`config.mk`:
```
export PLATFORM = sky130hd
export DESIGN_NAME = sdr_regs
export DESIGN_NICKNAME = d
export VERILOG_FILES = /design/src/rtl/sdr_pkg.sv /design/src/rtl/sdr_decode.sv /design/src/rtl/sdr_regs.sv
export SDC_FILE = /design/constraint.sdc
export NUM_CORES = 1
export LEC_CHECK = 0
export ABC_AREA = 1
export BUFFER_PORTS_ARGS = -buffer_cell sky130_fd_sc_hd__buf_2
export CELL_PAD_IN_SITES_DETAIL_PLACEMENT = 1
export CELL_PAD_IN_SITES_GLOBAL_PLACEMENT = 2
export CORE_MARGIN = 2
export CORE_UTILIZATION = 28
export DETAILED_ROUTE_END_ITERATION = 10
export MAX_ROUTING_LAYER = met4
export PLACE_DENSITY = 0.84
export SKIP_LAST_GASP = 1
export SLEW_MARGIN = 20
export SYNTH_ARGS = -nofsm -noshare
export SYNTH_HDL_FRONTEND = slang
export SYNTH_HIERARCHICAL = 1
export SYNTH_SLANG_ARGS = --single-unit
```
`constraint.sdc`:
```
create_clock -name aclk -period 2.8 [get_ports aclk]
set_clock_uncertainty 0.1 [all_clocks]
set_input_delay 0.56 -clock aclk [delete_from_list [all_inputs] [get_ports aclk]]
set_output_delay 0.56 -clock aclk [all_outputs]
set_load 0.05 [all_outputs]
```
`src/rtl/sdr_pkg.sv`:
```
// Behaviour
// - The coast duration field (bits 12:9) selects one of sixteen times from 10 ms to 15 s.
// - The stationary field (bits 8:6) selects a back-EMF threshold from 50 mV to 1500 mV.
// - The hand-off field (bits 5:2) selects a speed from 2.5 % to 100 % of maximum.
// - The reversal current field (bits 1:0) selects 0.9375, 1.5625, 2.1875 or 3.125 A.
// - The reverse-drive word sits at offset 82h, resets to zero, bit 31 reserved, all else read/write.
// - Bits 30:27 select the first-order reverse acceleration, 0.01 Hz/s to 10000 Hz/s.
// - Bits 26:23 select the second-order reverse acceleration, 0.0 to 10000 Hz/s2.
// - Bits 22:20 select the active-brake bus current limit, 0.3125 A to 3.75 A, code 7 reserved.
// - Bits 19:10 hold the braking proportional gain, effective gain being value over 27.
// - Bits 9:0 hold the braking integral gain, effective gain being value over 29.
// - Reverse drive is enabled only while bit 27 of the speed-detect word is set.
// - The coast phase is applied only while bit 28 of the speed-detect word is set.
package sdr_pkg;

	// ----------------------------------------
	// Register map
	// ----------------------------------------
	// Printed offsets are word indices; byte address is four times them
	localparam logic [7:0]  IDX_ISD       = 8'h80;
	localparam logic [7:0]  IDX_REV       = 8'h82;
	localparam logic [9:0]  ADDR_ISD      = {IDX_ISD, 2'b00};
	localparam logic [9:0]  ADDR_REV      = {IDX_REV, 2'b00};
	localparam logic [31:0] RESET_ISD     = 32'h0000_0000;
	localparam logic [31:0] RESET_REV     = 32'h0000_0000;
	localparam logic [1:0]  RESP_OKAY     = 2'h0;
	localparam logic [1:0]  RESP_SLVERR   = 2'h2;

	// ----------------------------------------
	// Field positions
	// ----------------------------------------
	localparam int ISD_COAST_EN_BIT = 28;
	localparam int ISD_REV_EN_BIT   = 27;
	localparam int ISD_COAST_LSB    = 9;
	localparam int ISD_STAT_LSB     = 6;
	localparam int ISD_HOFF_LSB     = 2;
	localparam int ISD_RCUR_LSB     = 0;
	localparam int REV_RSVD_BIT     = 31;
	localparam int REV_A1_LSB       = 27;
	localparam int REV_A2_LSB       = 23;
	localparam int REV_BCUR_LSB     = 20;
	localparam int REV_KP_LSB       = 10;
	localparam int REV_KI_LSB       = 0;
	localparam logic [2:0] BCUR_RESERVED = 3'h7;

	// Gain scaling divisors
	localparam int KP_DIVISOR = 27;
	localparam int KI_DIVISOR = 29;

	typedef struct packed {
		logic       coast_enable;
		logic       reverse_drive_enable;
		logic [3:0] coast_duration;
		logic [2:0] stationary_bemf_threshold;
		logic [3:0] reverse_handoff_speed;
		logic [1:0] reversal_current_limit;
	} sdr_isd_s;

	typedef struct packed {
		logic [3:0] reverse_accel_first_order;
		logic [3:0] reverse_accel_second_order;
		logic [2:0] brake_current_limit;
		logic       brake_current_reserved;
		logic [9:0] braking_proportional_gain;
		logic [9:0] braking_integral_gain;
	} sdr_rev_s;

	typedef struct packed {
		logic [31:0] coast_duration_us;
		logic [15:0] stationary_bemf_mv;
		logic [9:0]  handoff_permille;
		logic [15:0] reversal_current_ma;
		logic [31:0] accel_first_mhz_s;
		logic [31:0] accel_second_mhz_s2;
		logic [15:0] brake_current_ma;
	} sdr_phys_s;

endpackage : sdr_pkg

```
`src/rtl/sdr_decode.sv`:
```
`timescale 1ns/1ps
`default_nettype none
module sdr_decode
	import sdr_pkg::*;
(
	input  wire logic [31:0] isd_word,
	input  wire logic [31:0] rev_word,
	output var  sdr_isd_s    isd,
	output var  sdr_rev_s    rev,
	output var  sdr_phys_s   phys
);

	// ----------------------------------------
	// Shared table for the two accel fields
	// ----------------------------------------
	// Values in mHz/s; code 0 of the second order reads as zero
	function automatic logic [31:0] accel_mhz(input logic [3:0] c,
	                                          input logic second);
		case (c)
			4'h0: accel_mhz = second ? 32'h0 : 32'd10;
			4'h1: accel_mhz = 32'd50;
			4'h2: accel_mhz = 32'd1000;
			4'h3: accel_mhz = 32'd2500;
			4'h4: accel_mhz = 32'd5000;
			4'h5: accel_mhz = 32'd10000;
			4'h6: accel_mhz = 32'd25000;
			4'h7: accel_mhz = 32'd50000;
			4'h8: accel_mhz = 32'd75000;
			4'h9: accel_mhz = 32'd100000;
			4'ha: accel_mhz = 32'd250000;
			4'hb: accel_mhz = 32'd500000;
			4'hc: accel_mhz = 32'd750000;
			4'hd: accel_mhz = 32'd1000000;
			4'he: accel_mhz = 32'd5000000;
			default: accel_mhz = 32'd10000000;
		endcase
	endfunction

	always_comb begin
		isd.coast_enable              = isd_word[ISD_COAST_EN_BIT];
		isd.reverse_drive_enable      = isd_word[ISD_REV_EN_BIT];
		isd.coast_duration            = isd_word[ISD_COAST_LSB +: 4];
		isd.stationary_bemf_threshold = isd_word[ISD_STAT_LSB +: 3];
		isd.reverse_handoff_speed     = isd_word[ISD_HOFF_LSB +: 4];
		isd.reversal_current_limit    = isd_word[ISD_RCUR_LSB +: 2];
		rev.reverse_accel_first_order  = rev_word[REV_A1_LSB +: 4];
		rev.reverse_accel_second_order = rev_word[REV_A2_LSB +: 4];
		rev.brake_current_limit        = rev_word[REV_BCUR_LSB +: 3];
		rev.brake_current_reserved     = (rev_word[REV_BCUR_LSB +: 3]
		                                  == BCUR_RESERVED);
		rev.braking_proportional_gain  = rev_word[REV_KP_LSB +: 10];
		rev.braking_integral_gain      = rev_word[REV_KI_LSB +: 10];
	end

	always_comb begin
		case (isd.coast_duration)
			4'h0: phys.coast_duration_us = 32'd10000;
			4'h1: phys.coast_duration_us = 32'd50000;
			4'h2: phys.coast_duration_us = 32'd100000;
			4'h3: phys.coast_duration_us = 32'd200000;
			4'h4: phys.coast_duration_us = 32'd300000;
			4'h5: phys.coast_duration_us = 32'd400000;
			4'h6: phys.coast_duration_us = 32'd500000;
			4'h7: phys.coast_duration_us = 32'd750000;
			4'h8: phys.coast_duration_us = 32'd1000000;
			4'h9: phys.coast_duration_us = 32'd2000000;
			4'ha: phys.coast_duration_us = 32'd3000000;
			4'hb: phys.coast_duration_us = 32'd4000000;
			4'hc: phys.coast_duration_us = 32'd5000000;
			4'hd: phys.coast_duration_us = 32'd7500000;
			4'he: phys.coast_duration_us = 32'd10000000;
			default: phys.coast_duration_us = 32'd15000000;
		endcase
		case (isd.stationary_bemf_threshold)
			3'h0: phys.stationary_bemf_mv = 16'd50;
			3'h1: phys.stationary_bemf_mv = 16'd75;
			3'h2: phys.stationary_bemf_mv = 16'd100;
			3'h3: phys.stationary_bemf_mv = 16'd250;
			3'h4: phys.stationary_bemf_mv = 16'd500;
			3'h5: phys.stationary_bemf_mv = 16'd750;
			3'h6: phys.stationary_bemf_mv = 16'd1000;
			default: phys.stationary_bemf_mv = 16'd1500;
		endcase
		case (isd.reverse_handoff_speed)
			4'h0: phys.handoff_permille = 10'd25;
			4'h1: phys.handoff_permille = 10'd50;
			4'h2: phys.handoff_permille = 10'd75;
			4'h3: phys.handoff_permille = 10'd100;
			4'h4: phys.handoff_permille = 10'd125;
			4'h5: phys.handoff_permille = 10'd150;
			4'h6: phys.handoff_permille = 10'd200;
			4'h7: phys.handoff_permille = 10'd250;
			4'h8: phys.handoff_permille = 10'd300;
			4'h9: phys.handoff_permille = 10'd400;
			4'ha: phys.handoff_permille = 10'd500;
			4'hb: phys.handoff_permille = 10'd600;
			4'hc: phys.handoff_permille = 10'd700;
			4'hd: phys.handoff_permille = 10'd800;
			4'he: phys.handoff_permille = 10'd900;
			default: phys.handoff_permille = 10'd1000;
		endcase
		case (isd.reversal_current_limit)
			2'h0: phys.reversal_current_ma = 16'd938;
			2'h1: phys.reversal_current_ma = 16'd1563;
			2'h2: phys.reversal_current_ma = 16'd2188;
			default: phys.reversal_current_ma = 16'd3125;
		endcase
		phys.accel_first_mhz_s   = accel_mhz(rev.reverse_accel_first_order,
		                                     1'b0);
		phys.accel_second_mhz_s2 = accel_mhz(rev.reverse_accel_second_order,
		                                     1'b1);
		case (rev.brake_current_limit)
			3'h0: phys.brake_current_ma = 16'd313;
			3'h1: phys.brake_current_ma = 16'd625;
			3'h2: phys.brake_current_ma = 16'd1250;
			3'h3: phys.brake_current_ma = 16'd1875;
			3'h4: phys.brake_current_ma = 16'd2500;
			3'h5: phys.brake_current_ma = 16'd3125;
			3'h6: phys.brake_current_ma = 16'd3750;
			default: phys.brake_current_ma = 16'h0;
		endcase
	end

endmodule // sdr_decode
`default_nettype wire

```
`src/rtl/sdr_regs.sv`:
```
`timescale 1ns/1ps
`default_nettype none
module sdr_regs
	import sdr_pkg::*;
(
	input  wire logic        aclk,
	input  wire logic        aresetn,
	input  wire logic        clk_en,
	input  wire logic [9:0]  s_axi_awaddr,
	input  wire logic [2:0]  s_axi_awprot,
	input  wire logic        s_axi_awvalid,
	output logic             s_axi_awready,
	input  wire logic [31:0] s_axi_wdata,
	input  wire logic [3:0]  s_axi_wstrb,
	input  wire logic        s_axi_wvalid,
	output logic             s_axi_wready,
	output logic [1:0]       s_axi_bresp,
	output logic             s_axi_bvalid,
	input  wire logic        s_axi_bready,
	input  wire logic [9:0]  s_axi_araddr,
	input  wire logic [2:0]  s_axi_arprot,
	input  wire logic        s_axi_arvalid,
	output logic             s_axi_arready,
	output logic [31:0]      s_axi_rdata,
	output logic [1:0]       s_axi_rresp,
	output logic             s_axi_rvalid,
	input  wire logic        s_axi_rready,
	output sdr_isd_s         isd_cfg,
	output sdr_rev_s         rev_cfg,
	output sdr_phys_s        phys_cfg,
	output logic             coast_active_en,
	output logic             reverse_drive_active_en,
	output logic             cfg_reserved_used
);

	// ----------------------------------------
	// Storage and write channel
	// ----------------------------------------
	logic [31:0] isd_reg;
	logic [31:0] rev_reg;
	logic [9:0]  waddr_reg;
	logic [1:0]  wr_hit;
	logic [1:0]  rd_hit;
	logic        aw_held_reg;
	logic [31:0] wdata_reg;
	logic [3:0]  wstrb_reg;
	logic        w_held_reg;
	logic        do_write;

	function automatic logic [31:0] merge(input logic [31:0] old_v,
	                                      input logic [31:0] new_v,
	                                      input logic [3:0]  strb);
		for (int i = 0; i < 4; i++)
			merge[i*8 +: 8] = strb[i] ? new_v[i*8 +: 8] : old_v[i*8 +: 8];
	endfunction

	// Word index decode; low address bits ignored, bit 1 set = REV word
	function automatic logic [1:0] reg_hit(input logic [9:0] a);
		reg_hit = {a[9:2] == IDX_REV, a[9:2] == IDX_ISD};
	endfunction

	assign wr_hit = reg_hit(waddr_reg);
	assign rd_hit = reg_hit(s_axi_araddr);

	// Address and data are taken in either order, then one write fires
	// Ready drops while frozen so no handshake is lost
	assign s_axi_awready = clk_en && !aw_held_reg && !s_axi_bvalid;
	assign s_axi_wready  = clk_en && !w_held_reg && !s_axi_bvalid;
	assign do_write      = aw_held_reg && w_held_reg && !s_axi_bvalid;

	always_ff @(posedge aclk) begin
		if (!aresetn) begin
			aw_held_reg <= 1'b0;
			w_held_reg  <= 1'b0;
			waddr_reg   <= 10'h0;
			wdata_reg   <= 32'h0;
			wstrb_reg   <= 4'h0;
		end else if (clk_en) begin
			if (s_axi_awvalid && s_axi_awready) begin
				aw_held_reg <= 1'b1;
				waddr_reg   <= s_axi_awaddr;
			end
			if (s_axi_wvalid && s_axi_wready) begin
				w_held_reg <= 1'b1;
				wdata_reg  <= s_axi_wdata;
				wstrb_reg  <= s_axi_wstrb;
			end
			if (do_write) begin
				aw_held_reg <= 1'b0;
				w_held_reg  <= 1'b0;
			end
		end
	end

	always_ff @(posedge aclk) begin
		if (!aresetn) begin
			s_axi_bvalid <= 1'b0;
			s_axi_bresp  <= RESP_OKAY;
		end else if (clk_en) begin
			if (do_write) begin
				s_axi_bvalid <= 1'b1;
				s_axi_bresp  <= (wr_hit != 2'b00) ? RESP_OKAY
				                                  : RESP_SLVERR;
			end else if (s_axi_bready) begin
				s_axi_bvalid <= 1'b0;
			end
		end
	end

	// ----------------------------------------
	// Register storage
	// ----------------------------------------
	// Same decode as the response, so an OKAY write always lands
	always_ff @(posedge aclk) begin
		if (!aresetn) begin
			isd_reg <= RESET_ISD;
			rev_reg <= RESET_REV;
		end else if (clk_en && do_write) begin
			if (wr_hit[0])
				isd_reg <= merge(isd_reg, wdata_reg, wstrb_reg);
			if (wr_hit[1])
				rev_reg <= merge(rev_reg, wdata_reg, wstrb_reg);
		end
	end

	// ----------------------------------------
	// Read channel
	// ----------------------------------------
	assign s_axi_arready = clk_en && !s_axi_rvalid;

	always_ff @(posedge aclk) begin
		if (!aresetn) begin
			s_axi_rvalid <= 1'b0;
			s_axi_rdata  <= 32'h0;
			s_axi_rresp  <= RESP_OKAY;
		end else if (clk_en) begin
			if (s_axi_arvalid && s_axi_arready) begin
				s_axi_rvalid <= 1'b1;
				s_axi_rresp  <= (rd_hit != 2'b00) ? RESP_OKAY
				                                  : RESP_SLVERR;
				s_axi_rdata  <= rd_hit[0] ? isd_reg :
				                rd_hit[1] ? rev_reg : 32'h0;
			end else if (s_axi_rready) begin
				s_axi_rvalid <= 1'b0;
			end
		end
	end

	// ----------------------------------------
	// Field decode and enables
	// ----------------------------------------
	sdr_decode u_decode (
		.isd_word (isd_reg),
		.rev_word (rev_reg),
		.isd      (isd_cfg),
		.rev      (rev_cfg),
		.phys     (phys_cfg)
	);

	assign coast_active_en         = isd_cfg.coast_enable;
	assign reverse_drive_active_en = isd_cfg.reverse_drive_enable;
	// flag misuse, behaviour stays as stored
	assign cfg_reserved_used = rev_cfg.brake_current_reserved |
	                           rev_reg[REV_RSVD_BIT];

endmodule // sdr_regs
`default_nettype wire

```
==> qor.yml, run 1 <==
outcome:
  status: "finished clean"
logic_synthesis:
  synth-seq-cells: 146
  synth_area_sq_um: 9030
  seq_area_frac_synth: 0.324
  syn_inst: 1354
  synth_xor_area_frac: 0.000970
  synthDistinctLibCells: 32
  ys_warn_count: 6
  synth_compound_area_frac: 0.104
  yosysTopAreaCell: "dfxtp_1"
  synth_edf_count: 0
  synth_fa_ha_area_frac: 0.0499
  ys_top_cells_by_area: "dfxtp_1, nand2_1, nand3_1, buf_4, nor2_1"
  synth-simple-area-share: 0.333
  ys.flop_type: "dfxtp_1"
  synth_mux_area_frac: 0
  synth.avg_cell_area_sq_um: 6.67
  synthArstFlopShare: 0
  synth_top_family_by_area: "simple AND/OR/NAND/NOR gates"
  synth_top_cell_area_share: 0.324
floorplan:
  fp.coreArea_sq_um: 31600
  die_x_um: 184
  die_h_um: 184
  boundaryPins: 315
  rows: 65
  die_area_sq_um: 33700
  start_util: 0.285
clocking:
  cts_resized: 0
  cts_tree: "built"
  clockBufferDepth: 2
  clk_latency_ns: 0.42
  numCtsBuffers: 17
  clk_pin_slew_ns: 0.07
  cts_hold_buf: 0
  root_buffer: "clkbuf_16"
  h-tree-depth: 4
  cts_setup_buffers: 0
  clock-sinks: 146
sta:
  clock.fmax_mhz: 382
  hold_violations: 0
  setup_viol: 0
  worstMarginPinSlew_ns: 0.643
  drv_slew: 0
  layout_min_cycle_time_ns: 2.62
  period_share: 0.936
  setup-tns-final_ns: 0
  slew_headroom: 0.571
  rsz0062_at_grt: "no"
global_route:
  antenna_found_initial: 8
  grt_pass1_vias: 8369
  grt_usage: 0.172
  grt_pass1_wl_um: 45300
  grt_remaining_overflow: 0
  grt_max_degree: 147
setup_path:
  path_cells: "inv_2 -> nand2_1 -> nand2_1 -> a21oi_1 -> buf_2"
  max_stage_delay_ns: 0.67
  worstSetupPathType: "reg2out"
  crit_path_end_kind: "output port"
  cp_slowest_cell: "dfxtp_1"
  crit_fanout: 16
  start_kind: "flip-flop"
  critical_path.most_common_cell: "nand2_1"
  required_ns: 2.14
  critPathBufInv: 2
  cp.arrival_ns: 1.96
  path_delay_family: "flip-flops"
route:
  drc: 0
  drt-total-wl_um: 28500
  vias: 8701
  dr.pass1.iters: 5
  final_antenna_net_count: 0
  drt-initial-drc-count: 351
  detail_route.wl_per_cell_um: 14.6
  viasPerCell: 4.47
pwr:
  pwr_density_cell_nw_per_um2: 492
  total_power_mw: 5.25
  leakagePower_nw: 5.54
  irDropWorstVdd_mv: 0.278
placement:
  portBuffers: 256
  dpl.hpwl_um: 21100
  routabilityCongestion: 0.821
hold_path:
  hp-class: "in2reg"
cells_and_area:
  drive_gt1_frac: 0.226
  nNetsFinal: 1632
  n_fill_cell: 4146
  area.growth.synth_to_final_pct: 18.1
run:
  drv_cap: 0
## cells in the mapped netlist, types with 2 or more instances
master    number
conb_1         2
nor2_1       181
nor2_8         4
nor2_2         2
o21ai_1       17
nor3_1         2
nand2_2        5
buf_4        111
nand2_1      297
inv_2          8
nor2_4         9
clkbuf_2       2
o21a_1        34
inv_1        130
buf_6         10
o21ai_0       53
o22ai_1        6
dfxtp_1      146
clkbuf_1      17
nand3_1      185
ha_1          36
buf_2         31
buf_1          2
or2_2          3
a21oi_1       54
## per-stage QoR
stage / cells / instance area (sq um) / setup slack (ns) / hold WS (ns) / util
2_1_floorplan: 1400 / 9200 / 0.0657 / 0.337 / -
3_3_place_gp: 1909 / 10000 / 0.656 / 0.353 / 0.318
3_5_place_dp: 1909 / 10000 / 0.628 / 0.359 / 0.318
4_1_cts: 1940 / 10600 / 0.163 / 0.256 / 0.337
5_1_grt: 1948 / 10700 / 0.0162 / 0.294 / 0.337
6_report: 1948 / 10700 / 0.180 / 0.275 / 0.337
## layout by cell type (no fill, tap or decap), drive strengths merged
master | netlist | final
xnor2 | 1 | 1
o211ai | 1 | 1
and3 | 1 | 1
buf | 154 | 280
nor3 | 2 | 2
nand2 | 303 | 303
inv | 138 | 141
clkinv | 0 | 4
clkinvlp | 0 | 2
a21boi | 1 | 1
o21a | 34 | 34
nor3b | 1 | 1
diode | 0 | 8
a22oi | 1 | 1
dfxtp | 146 | 146
o22ai | 6 | 6
a21oi | 54 | 54
or2 | 3 | 3
nor2 | 196 | 196
o21ai | 70 | 70
conb | 2 | 48
bufinv | 0 | 3
nand3 | 185 | 185
ha | 36 | 36
clkbuf | 19 | 19
## final cells by class
cell class / instances / area [sq um] / share of cell area
Timing Repair Buffer: 280 / 1500 / 0.141
Clock inverter: 12 / 155 / 0.0145
Multi-Input combinational cell: 943 / 4600 / 0.432
Inverter: 138 / 518 / 0.0486
Tap cell: 402 / 503 / 0.0472
Antenna cell: 8 / 20.0 / 0.00188
Sequential cell: 146 / 2920 / 0.274
Clock buffer: 19 / 443 / 0.0415
## worst reg2reg max path, cell delays in order (launching register included)
cell     delay [ns]
dfxtp_1        0.36
inv_1          0.07
nand2_1        0.10
nor2_2         0.27
nand2_1        0.20
nor2_4         0.29
nor2_1         0.07
nor2_1         0.15
## worst paths after layout
kind | startpoint | endpoint | cells past startpoint | slack (ns)
max | isd_reg[11] | phys_cfg[143] | 5 | 0.18
min | s_axi_awaddr[3] | waddr_reg[3] | 3 | 0.28
max reg2reg | s_axi_bvalid | rev_reg[23] | 7 | 1.11
min reg2reg | waddr_reg[8] | waddr_reg[8] | 2 | 0.36
## logic make-up (layout without fill, tap and decap cells)
kind of cell,after synthesis,in the layout
simple gates,691,691
buf+inv,311,449
compound gates,167,167
flops,146,146
fa+ha+maj,36,36
other cells,2,56
xor+xnor,1,1
## per-layer routing
metal,vias up,share of wire,global-route usage
met5,-,0,-
met4,0,0.0099,0.0326
met3,14,0.049,0.0408
met2,199,0.43,0.257
met1,4011,0.51,0.237
li1,4477,-,-
## power by group
group,total (mW),switching [mW],internal (mW)
Clock,2.37,0.941,1.43
Combinational,0.695,0.535,0.159
Sequential,2.19,0.0321,2.16
No activity file was read; power rests on OpenSTA's default activity.
==> run 2, diff against run 1 <==
--- a/config.mk
+++ b/config.mk
@@ -5,15 +5,14 @@
 export SDC_FILE = /design/constraint.sdc
 export NUM_CORES = 1
 export LEC_CHECK = 0
-export ABC_AREA = 1
 export BUFFER_PORTS_ARGS = -buffer_cell sky130_fd_sc_hd__buf_2
 export CELL_PAD_IN_SITES_DETAIL_PLACEMENT = 1
 export CELL_PAD_IN_SITES_GLOBAL_PLACEMENT = 2
 export CORE_MARGIN = 2
-export CORE_UTILIZATION = 28
+export CORE_UTILIZATION = 30
 export DETAILED_ROUTE_END_ITERATION = 10
 export MAX_ROUTING_LAYER = met4
-export PLACE_DENSITY = 0.84
+export PLACE_DENSITY = 0.85
 export SKIP_LAST_GASP = 1
 export SLEW_MARGIN = 20
 export SYNTH_ARGS = -nofsm -noshare
==> qor.yml, run 2 <==
placement:
  portBuffers: 256
  dp_slack_ns: 0.398
  dpl.hpwl_um: 19300
  placed_area_sq_um: 9670
  routabilityCongestion: 0.779
  dp_cells: 1569
sta:
  period_share: 0.969
  finalWorstSetupSlack_ns: 0.0872
  rsz0062_at_grt: "no"
  worst_hold_slack_ns: 0.274
  setup_viol: 0
  slew_headroom: 0.348
  clock.fmax_mhz: 369
  drv_slew: 0
  worstMarginPinSlew_ns: 0.975
  setup-tns-final_ns: 0
  hold_violations: 0
  layout_min_cycle_time_ns: 2.71
run:
  drv_cap: 0
pwr:
  irDropWorstVdd_mv: 0.338
  clkPwrFrac: 0.446
  p_sw_mw: 1.48
  swShare: 0.297
  combPwrFrac: 0.119
  total_power_mw: 5.00
  internal-power_mw: 3.52
  seqPwrFrac: 0.435
  pwr_density_cell_nw_per_um2: 488
  leakagePower_nw: 4.72
logic_synthesis:
  synth_edf_count: 0
  synthArstFlopShare: 0
  ys_top_cells_by_area: "dfxtp_1, mux2i_1, buf_4, nand2_1, ha_1"
  ys_warn_count: 6
  yosysTopAreaCell: "dfxtp_1"
  synth_area_sq_um: 8550
  seq_area_frac_synth: 0.342
  ys.flop_type: "dfxtp_1"
  synth_top_cell_area_share: 0.342
  synthDistinctLibCells: 58
  yosysMostFrequentCell: "nand2_1"
  yosys-top-cells-count: "nand2_1, dfxtp_1, mux2i_1"
  synth-seq-cells: 146
  synth.avg_cell_area_sq_um: 8.31
  syn_inst: 1030
route:
  drc: 0
  drt-total-wl_um: 26100
  final_antenna_net_count: 0
  vias: 7440
  detail_route.wl_per_cell_um: 16.3
  dr.pass1.iters: 4
  viasPerCell: 4.64
  drt-initial-drc-count: 381
clocking:
  numCtsBuffers: 17
  h-tree-depth: 4
  root_buffer: "clkbuf_16"
  clockBufferDepth: 2
  clk_latency_ns: 0.42
  clk_pin_slew_ns: 0.07
  cts_hold_buf: 0
  clock-sinks: 146
  cts_tree: "built"
global_route:
  antenna_found_initial: 3
  grt_pass1_vias: 7434
  grt_remaining_overflow: 0
  grt_max_degree: 68
  grt_usage: 0.176
  grt_pass1_wl_um: 41300
cells_and_area:
  final_cell_mix: "buf_2, nand2_1, dfxtp_1"
  finalInstanceArea_sq_um: 10200
  drive_gt1_frac: 0.285
  postLayoutCoreUtil: 0.367
  layout_commonest_cell: "buf_2"
  nNetsFinal: 1316
  n_fill_cell: 3480
  stdcell_count: 1603
  area.growth.synth_to_final_pct: 19.8
floorplan:
  boundaryPins: 315
  fp.coreArea_sq_um: 27900
  die_h_um: 173
  die_area_sq_um: 29900
  start_util: 0.306
  rows: 61
  die_x_um: 173
setup_path:
  crit_fanout: 7
  cp.arrival_ns: 2.05
  required_ns: 2.14
  worstSetupPathType: "reg2out"
  crit_path_end_kind: "output port"
  start_kind: "flip-flop"
hold_path:
  hp-class: "in2reg"
outcome:
  status: "finished clean"
run 2: cell count changes after synthesis, moves of 32 or more:
| cell | before | now |
|---|---|---|
| nand3_1 | 185 | 6 |
| mux2i_1 | 0 | 120 |
| inv_1 | 130 | 25 |
| nor2_1 | 181 | 80 |
| nand2_1 | 297 | 200 |
| a2111oi_0 | 0 | 32 |
| o21a_1 | 34 | 2 |
run 2: cells by family after synthesis:
| logic type | share of synthesized area |
|---|---|
| other | 0.000878 |
| adders and majority gates | 0.0538 |
| AOI/OAI and AO/OA | 0.116 |
| and+or+nand+nor | 0.185 |
| xor gates and xnor gates | 0.00614 |
| muxes | 0.151 |
| buffers and inverters | 0.145 |
| DFF | 0.342 |
run 2: path summary, 6_finish.rpt:
kind / cells after the start / start / slack (ns) / to
max: 4 / rev_reg[28] / 0.09 / phys_cfg[54]
min reg2reg: 2 / wdata_reg[22] / 0.36 / wdata_reg[22]
min: 3 / s_axi_awaddr[9] / 0.27 / waddr_reg[9]
max reg2reg: 4 / waddr_reg[8] / 0.71 / rev_reg[2]
run 2: cell type report:
| class | instances | area, sq um | share of cell area |
|---|---|---|---|
| flip-flops and latches | 146 | 2930 | 0.285 |
| repair buffers | 291 | 1570 | 0.154 |
| clock inverters | 15 | 149 | 0.0145 |
| well taps | 378 | 473 | 0.0461 |
| diodes | 2 | 5.00 | 0.000488 |
| inverters | 26 | 97.6 | 0.00952 |
| multi-input cells | 728 | 4600 | 0.449 |
| clock buffers | 17 | 425 | 0.0415 |
run 2: power by group through the flow:
stage	Sequential, mW	Combinational (mW)	Clock, mW
floorplan	2.30	0.405	0
global placement	2.22	0.590	0
detailed placement	2.22	0.597	0
CTS	2.18	0.598	2.28
global route	2.18	0.639	2.37
finish	2.18	0.594	2.23
run 2: routing by layer:
layer / part of all wire / vias up / global-route usage
met5: 0 / - / -
met4: 0.0066 / 0 / 0.0318
met2: 0.46 / 200 / 0.283
li1: - / 3692 / -
met3: 0.051 / 13 / 0.0303
met1: 0.48 / 3535 / 0.235
run 2: critical path: stages (launching register included):
cell and delay, ns:
dfxtp_1 0.31, inv_1 0.23, ha_1 0.37, mux4_2 0.50
buf_2 0.23
run 2: repair_timing:
item | in CTS | in global routing
endpoints found under the setup margin | 0 | 3
endpoints found under the hold margin | 0 | 0
resized for setup | 0 | 3
setup buffers | 0 | 0
